### config.mk
export PLATFORM = sky130hd
export DESIGN_NAME = nv_config_program_lock
export DESIGN_NICKNAME = d
export VERILOG_FILES = /design/src/nv_prog_pkg.sv /design/src/nv_config_program_lock.sv
export SDC_FILE = /design/constraint.sdc
export NUM_CORES = 1
export LEC_CHECK = 0
export ABC_AREA = 1
export BUFFER_PORTS_ARGS = -buffer_cell sky130_fd_sc_hd__buf_4
export CORE_ASPECT_RATIO = 1.5
export CORE_MARGIN = 2
export CORE_UTILIZATION = 35
export CTS_BUF_LIST = sky130_fd_sc_hd__clkbuf_16
export DETAILED_ROUTE_END_ITERATION = 10
export PLACE_DENSITY = 0.69
export SLEW_MARGIN = 20
export SYNTH_ARGS = -nofsm -noshare
export SYNTH_HDL_FRONTEND = slang
export SYNTH_SLANG_ARGS = --single-unit
export TNS_END_PERCENT = 5
### constraint.sdc
create_clock -name mclk_in -period 1.15 [get_ports mclk_in]
set_input_delay 0.1725 -clock mclk_in [delete_from_list [all_inputs] [get_ports mclk_in]]
set_output_delay 0.1725 -clock mclk_in [all_outputs]
set_load 0.1 [all_outputs]
### src/nv_prog_pkg.sv
// Constants for the nonvolatile program and lock control block
package nv_prog_pkg;
    localparam logic [7:0] NV_CTRL_ADDR     = 8'hFF;
    localparam logic [7:0] NV_CTRL_RESET    = 8'h00;
    localparam int         COPY_TRIG_BIT    = 7;
    localparam int         LOCK_REQ_BIT     = 6;
    localparam int         LOCKED_BIT       = 5;
    localparam logic [7:0] NV_CTRL_RSVD_MSK = 8'h1F;
    localparam int         CFG_BITS_DEF     = 8;
    localparam int         WORD_CYCLES_DEF  = 4;
endpackage

### src/nv_config_program_lock.sv
// Nonvolatile configuration copy, lock request and lock status control
`timescale 1ns/100ps
module nv_config_program_lock
    import nv_prog_pkg::*;
#(
    parameter int CFG_BITS    = CFG_BITS_DEF,
    parameter int WORD_CYCLES = WORD_CYCLES_DEF
) (
    input  wire logic                mclk_in,
    input  wire logic                arst_n_in,
    input  wire logic                reg_wr_in,
    input  wire logic [7:0]          reg_addr_in,
    input  wire logic [7:0]          reg_wdata_in,
    output logic      [7:0]          reg_rdata_out,
    input  wire logic [CFG_BITS-1:0] cfg_bits_in,
    output logic      [CFG_BITS-1:0] nv_store_out,
    output logic                     nv_write_out,
    output logic                     nv_locked_flag_out
);
    typedef enum logic [1:0] {
        ST_IDLE = 2'b01,
        ST_PROG = 2'b10
    } prog_state_t;

    localparam int CNT_W = (WORD_CYCLES < 2) ? 1 : $clog2(WORD_CYCLES);
    localparam logic [CNT_W-1:0] CNT_LAST = CNT_W'(WORD_CYCLES - 1);

    prog_state_t         state_q, state_d;
    logic                trig_q, trig_d;
    logic                lockreq_q, lockreq_d;
    logic                locked_q, locked_d;
    logic [CNT_W-1:0]    cnt_q, cnt_d;
    logic [CFG_BITS-1:0] shadow_q, shadow_d;
    logic [CFG_BITS-1:0] store_q, store_d;
    logic [7:0]          rdata_q, rdata_d;
    logic                wsel;

    assign wsel = reg_wr_in && (reg_addr_in == NV_CTRL_ADDR);

    always_comb begin
        state_d   = state_q;
        trig_d    = trig_q;
        lockreq_d = lockreq_q;
        locked_d  = locked_q;
        cnt_d     = cnt_q;
        shadow_d  = shadow_q;
        store_d   = store_q;
        // Lock request is ordinary read/write storage, still writable after it takes effect
        if (wsel) begin
            lockreq_d = reg_wdata_in[LOCK_REQ_BIT];
        end
        unique case (state_q)
            ST_IDLE: begin
                // Copy is refused once locked; bit never sets so polling ends
                if (wsel && reg_wdata_in[COPY_TRIG_BIT] && !locked_q) begin
                    trig_d   = 1'b1;
                    shadow_d = cfg_bits_in;
                    cnt_d    = '0;
                    state_d  = ST_PROG;
                end
            end
            ST_PROG: begin
                // Snapshot taken at trigger so mid-copy config writes do not tear the image
                if (cnt_q == CNT_LAST) begin
                    store_d = shadow_q;
                    trig_d  = 1'b0;
                    state_d = ST_IDLE;
                    if (lockreq_d) begin
                        locked_d = 1'b1;
                    end
                end else begin
                    cnt_d = cnt_q + 1'b1;
                end
            end
        endcase
        if (locked_q) begin
            locked_d = 1'b1;
        end
    end

    always_comb begin
        rdata_d = 8'h00 & ~NV_CTRL_RSVD_MSK;
        rdata_d[COPY_TRIG_BIT] = trig_q;
        rdata_d[LOCK_REQ_BIT]  = lockreq_q;
        rdata_d[LOCKED_BIT]    = locked_q;
    end

    always_ff @(posedge mclk_in or negedge arst_n_in) begin
        if (!arst_n_in) begin
            state_q   <= ST_IDLE;
            trig_q    <= NV_CTRL_RESET[COPY_TRIG_BIT];
            lockreq_q <= NV_CTRL_RESET[LOCK_REQ_BIT];
            locked_q  <= NV_CTRL_RESET[LOCKED_BIT];
            cnt_q     <= '0;
            shadow_q  <= '0;
            store_q   <= '0;
            rdata_q   <= NV_CTRL_RESET;
        end else begin
            state_q   <= state_d;
            trig_q    <= trig_d;
            lockreq_q <= lockreq_d;
            locked_q  <= locked_d;
            cnt_q     <= cnt_d;
            shadow_q  <= shadow_d;
            store_q   <= store_d;
            rdata_q   <= rdata_d;
        end
    end

    assign reg_rdata_out      = rdata_q;
    assign nv_store_out       = store_q;
    assign nv_write_out       = (state_q == ST_PROG);
    assign nv_locked_flag_out = locked_q;
endmodule

==> summary.txt, run 1 <==
CP endpoint kind -> output port
CP arrival -> 1.03 ns
register area -> 628 sq um
PwrDens -> 2050 nW/um^2
Layout area overhead -> 44.6%
clock latency on the worst-skew pair -> 0.25 ns
dpl cells -> 192
Top FF cell, synth -> dfrtp_1
CP startpoint kind -> register
CTS tree -> built
FILL cells -> 286
CP cell instances -> nor2_4 -> buf_12
EDFF count, synth -> 0
skew final -> 0.00329 ns
Synth top area share -> 55.0%
fin cells -> 200
row count -> 24
detailed-route via count -> 849
Hold Path Class -> in2reg
clock root buffer -> clkbuf_16
Ys Warns -> 0
number of I/O pins -> 45
slowest CP cell -> dfstp_2
first-pass GRT wire length -> 3.56 mm
hold path depth -> 2
Max clock buf depth -> 2
Slew Limit Fails -> 0
GR Util All Layers -> 12.9%
ys async rst share -> 100%
min setup slack post-route -> -0.0573 ns
r2r setup slk -> -0.03 ns
area leader, netlist -> dfrtp_1
Hold WS -> 0.146 ns
fmax -> 828 MHz
Reg clk slew, reported paths -> 0.06 ns
hpwl dp -> 1.65 mm
cts bufs inserted -> 3
# port buffers -> 33
most common cell in the netlist -> nand2_1
Hold Path Origin -> reg_wdata_in[6]
kind of cell adding the most delay to the critical path -> flip-flops
largest net degree at the start of global routing -> 26
Net count, final -> 190
Peak VDD IR -> 1460 uV
initial core utilization -> 37.1%
Final Hold Viols -> 0
Chip Width -> 49.6 microns
First-pass DRT Iterations -> 3
Multi-input gate area -> 413 sq um
Routed Antenna Nets -> 0
Hold Path Sink -> lockreq_q$_DFF_PN0_
Die Ht -> 72.4 microns
routed wire length -> 2.07 mm
vias in the first global route -> 864
Post-synth top cells -> nand2_1, dfrtp_1, nand3_1, buf_4, inv_2
Worst Path Buf+Inv -> 1
FF-to-FF path depth -> 6
share of cells above drive strength 1 -> 40.4%
CP peak stage delay -> 0.57 ns
crit path kind -> reg2out
H-tree Lvls -> 1
RSZ-0062 raised after global routing -> yes
final setup vio count -> 11
core area -> 2940 sq um
remaining global-route overflow -> 0
capturing point of the worst reg2reg path -> shadow_q[4]$_DFFE_PN0P_
required time of the critical path -> 0.98 ns
Pleak -> 0.865 nW
Setup TNS -> -0.214 ns
Max-cap violations -> 0
Synth cell types -> 22
ranking of synthesized cells by area -> dfrtp_1, nand2_1, nand3_1
DRC errors left -> 0
fin crit share -> 105%
cells after synthesis -> 117
First DRT Iteration DRCs -> 12
CP max FO -> 3
Core Util, Final -> 53.6%
Die Area -> 3590 sq um
failing checks -> negative setup slack
minimum clock period -> 1.21 ns
# clock sinks -> 25
mapped cell area -> 1090 sq um
Yosys reg bits -> 25
routability congestion estimate -> 0.719
routed len/inst -> 10.3 microns
DR vias/cell -> 4.25
initial antenna violation count -> 0
Avg Cell Area, Syn -> 9.33 sq um
reg-to-reg startpoint -> state_q[0]$_DFFE_PN1P_
Antenna diodes -> 0
register area share after synthesis -> 57.5%
run status -> complete, but fails checks
routing by layer:
metal | GRT usage (%) | wire length, microns | share of wire (%) | up-vias
met5 | 0 | 0 | 0 | -
met4 | 8.64 | 40 | 1.9 | 0
met3 | 1.23 | 45 | 2.2 | 2
met2 | 22.8 | 1150 | 56 | 17
met1 | 14.7 | 829 | 40 | 392
li1 | - | - | - | 438
cell usage in the layout, fill, tap and decap left out, types with 2 or more instances in the layout:
master / count
inv_1: 4
nand3_1: 9
nor2_2: 2
nand2_1: 48
clkbuf_16: 3
nor2_4: 2
buf_12: 3
dfrtp_1: 23
buf_4: 36
inv_2: 4
conb_1: 5
nand2_4: 3
buf_6: 2
sequential cells by signal, indices dropped and copies added, names as in the netlist:
signal              flops
reg_rdata_out           3
cnt_q                   2
nv_locked_flag_out      1
shadow_q                8
nv_store_out            8
state_q                 2
lockreq_q               1
area by class of cell:
class,instances,share of cell area (%)
Sequential cell,25,39.8
Clock buffer,3,4.76
Inverter,10,2.85
Multi-Input combinational cell,80,26.2
Timing Repair Buffer,42,23.0
Clock inverter,1,0.317
Tap cell,39,3.09
power by group:
part | internal, mW | switching, mW
Combinational | 0.515 | 0.917
Clock | 0.467 | 0.275
Sequential | 0.990 | 0.0718
cell families after synthesis:
kind of cell    after synthesis  share of synthesized area (%)
fa+ha+maj                     1                           1.15
other cells                   1                          0.344
buf+inv                      16                           8.03
flops                        25                           57.5
compound gates                3                           2.18
simple gates                 71                           30.8
what timing repair did:
action / 4_1_cts / 5_1_grt
endpoints found under the setup margin: 13 / 21
buffers inserted: 1 / 2
pin swaps: 1 / 1
resized for setup: 7 / 6
endpoints found under the hold margin: 24 / 0
hold buffers: 1 / 0
how the worst max path moves through the flow:
stage / start / endpoint / slack [ns] / depth (start not counted)
after floorplan: state_q[1]$_DFFE_PN0P_ / nv_store_out[0]$_DFFE_PN0P_ / -0.38 / 6
after global placement: state_q[0]$_DFFE_PN1P_ / cnt_q[0]$_DFFE_PN0P_ / -0.007 / 7
after detailed placement: state_q[0]$_DFFE_PN1P_ / shadow_q[4]$_DFFE_PN0P_ / -0.03 / 6
after CTS: state_q[0]$_DFFE_PN1P_ / nv_write_out / -0.06 / 2
after global routing: state_q[1]$_DFFE_PN0P_ / nv_write_out / -0.11 / 3
final: state_q[0]$_DFFE_PN1P_ / nv_write_out / -0.06 / 2
stage by stage:
stage	power, mW	setup slack [ns]	area, sq um
2_1_floorplan	1.98	-0.375	1120
3_5_place_dp	2.28	-0.0331	1420
3_3_place_gp	2.23	-0.00724	1420
6_report	3.24	-0.0573	1580
4_1_cts	3.23	-0.0607	1540
5_1_grt	3.40	-0.106	1580
Power figures use the tool's default switching activity.
==> run 2: changes to the inputs <==
PLACE_DENSITY = default   (was 0.69)
==> run 2 against run 1 <==
The flow still finishes with violations (negative setup slack). Register-to-register slack hardly changed. Via count is 1.2% higher. Non-clock buffer count stayed put. Critical path type unchanged.
==> summary.txt, run 2 (synthesis gave the netlist of run 1 again) <==
routability congestion estimate -> 0.684 (-4.9%)
CP arrival -> 1.06 ns (+0.03 ns)
FILL cells -> 306 (+7.0%)
CP max FO -> 3 (unchanged)
First-pass DRT Iterations -> 4 (+1)
Hold Path Origin -> cfg_bits_in[6]
Max-cap violations -> 0 (unchanged)
Net count, final -> 190 (unchanged)
DRC errors left -> 0 (unchanged)
# clock sinks -> 25 (unchanged)
Slew Limit Fails -> 0 (unchanged)
Die Ht -> 72.4 microns (unchanged)
P_sw -> 1.25 mW (-1.0%)
hold path depth -> 3 (+1)
Routed Antenna Nets -> 0 (unchanged)
initial core utilization -> 37.1% (unchanged)
share of cells above drive strength 1 -> 40.4% (unchanged)
hpwl dp -> 1.72 mm (+4.2%)
Layout area overhead -> 44.0%
minimum clock period -> 1.23 ns (+0.0209 ns)
CP startpoint kind -> register
CP endpoint kind -> output port
Sw Share -> 39.4% (+0.36 points)
CP peak stage delay -> 0.57 ns (about the same)
Antenna diodes -> 0 (unchanged)
commonest cells after routing, fill and taps aside -> nand2_1, buf_4, dfrtp_1, nand3_1, conb_1
r2r setup slk -> -0.02 ns (about the same)
crit path kind -> reg2out
routed len/inst -> 11.4 microns (+10%)
clock latency on the worst-skew pair -> 0.26 ns (about the same)
core area -> 2940 sq um (unchanged)
Core Util, Final -> 53.4% (-0.21 points)
internal power -> 1.92 mW (-2.5%)
Setup TNS -> -0.230 ns (-0.0164 ns)
Die Area -> 3590 sq um (unchanged)
clock root buffer -> clkbuf_16
vias in the first global route -> 952 (+10%)
GR Util All Layers -> 15.1% (+2.2 points)
Final Hold Viols -> 0 (unchanged)
Chip Width -> 49.6 microns (unchanged)
reg-to-reg startpoint -> state_q[0]$_DFFE_PN1P_
Hold Path Class -> in2reg
most common cell after layout, fill and taps aside -> nand2_1
min setup slack post-route -> -0.0782 ns (-0.0209 ns)
final setup vio count -> 11 (unchanged)
largest net degree at the start of global routing -> 26 (unchanged)
H-tree Lvls -> 1 (unchanged)
fmax -> 814 MHz (-1.7%)
DR vias/cell -> 4.30 (+1.2%)
kind of cell adding the most delay to the critical path -> flip-flops
initial antenna violation count -> 0 (unchanged)
Clock Power Share -> 24.3% (+1.4 points)
First DRT Iteration DRCs -> 22 (+10)
PwrDens -> 2020 nW/um^2 (-1.5%)
fin crit share -> 107% (+1.8 points)
row count -> 24 (unchanged)
detailed-route via count -> 859 (+1.2%)
FF-to-FF path depth -> 5 (-1)
# port buffers -> 33 (unchanged)
run status -> complete, but fails checks
Comb power frac -> 42.0% (-2.3 points)
Max clock buf depth -> 2 (unchanged)
RSZ-0062 raised after global routing -> yes
Placed Area -> 1420 sq um (+0.53%)
first-pass GRT wire length -> 4.13 mm (+16%)
Hold Path Sink -> shadow_q[6]$_DFFE_PN0P_
number of I/O pins -> 45 (unchanged)
failing checks -> negative setup slack
Peak VDD IR -> 1400 uV (-4.2%)
routed wire length -> 2.28 mm (+10%)
Reg power frac -> 33.7% (+0.9 points)
capturing point of the worst reg2reg path -> shadow_q[7]$_DFFE_PN0P_
Worst Path Buf+Inv -> 1 (unchanged)
CTS tree -> built
Reg clk slew, reported paths -> 0.06 ns (about the same)
final instance area -> 1570 sq um (-0.40%)
CP cell instances -> nor2_4 -> buf_12
cts bufs inserted -> 3 (unchanged)
skew final -> 0.00269 ns (-0.000601 ns)
slowest CP cell -> dfstp_2
Pleak -> 0.863 nW (-0.24%)
first element of the critical path -> state_q[0]$_DFFE_PN1P_
required time of the critical path -> 0.98 ns (about the same)
Total Power -> 3.17 mW (-1.9%)
remaining global-route overflow -> 0 (unchanged)
## run 2: cell count changes in the layout (fill, tap and decap cells not counted), sizes merged
| cell | before | now |
|---|---|---|
| clkinvlp | 0 | 1 |
| inv | 10 | 9 |
## run 2: cell type report
| type | count | area (sq um) | share of cell area, % |
|---|---|---|---|
| sequential | 25 | 628 | 40.0 |
| multi-input combinational | 80 | 404 | 25.7 |
| timing repair buffer | 42 | 367 | 23.3 |
| clock buffer | 3 | 75.1 | 4.78 |
| tap | 39 | 48.8 | 3.11 |
| inverter | 10 | 41.3 | 2.63 |
| clock inverter | 1 | 7.51 | 0.478 |
## run 2: worst register-to-register path, cell delays in order, from the launching register on
cell and delay [ns]:
dfstp_2 0.57, inv_2 0.06, nor2_4 0.20, nand2_4 0.11, nand2_1 0.08, nand2_1 0.05
## run 2: worst max-delay path by stage
stage | end | slack, ns | cells after the start
after floorplan | nv_store_out[0]$_DFFE_PN0P_ | -0.38 | 6
after global placement | shadow_q[5]$_DFFE_PN0P_ | -0.03 | 5
after detailed placement | shadow_q[3]$_DFFE_PN0P_ | -0.07 | 5
after CTS | nv_write_out | -0.07 | 2
after global routing | nv_write_out | -0.11 | 3
final | nv_write_out | -0.08 | 2
## run 2: what timing repair did
| item | 4_1_cts | 5_1_grt |
|---|---|---|
| setup buffers | 2 | 0 |
| gates cloned | 0 | 0 |
| pin swaps | 9 | 4 |
| endpoints found under the setup margin | 14 | 21 |
| hold buffers | 1 | 0 |
| gates resized for setup | 9 | 2 |
| endpoints found under the hold margin | 24 | 0 |
## run 2: power by group through the flow
stage	sequential, mW	clock [mW]	combinational [mW]
detailed placement	1.10	0	1.17
floorplan	1.22	0	0.755
finish	1.07	0.773	1.33
global placement	1.09	0	1.14
global route	1.08	0.828	1.44
CTS	1.07	0.795	1.32
## run 2: routing by layer
| metal | up-vias | wire length, microns | global-route usage (%) | part of all wire, % |
|---|---|---|---|---|
| li1 | 441 | - | - | - |
| met1 | 398 | 892 | 17.0 | 39 |
| met2 | 16 | 1270 | 27.3 | 56 |
| met3 | 4 | 45 | 1.23 | 2.0 |
| met4 | 0 | 70 | 9.26 | 3.1 |
| met5 | - | 0 | 0 | 0 |
## run 2: metrics by stage
step | setup slack (ns) | cells | hold WS, ns
3_3_place_gp | -0.0344 | 193 | 0.0890
3_5_place_dp | -0.0706 | 193 | 0.0943
2_1_floorplan | -0.375 | 121 | -0.123
5_1_grt | -0.108 | 200 | 0.135
4_1_cts | -0.0735 | 200 | 0.131
6_report | -0.0782 | 200 | 0.133
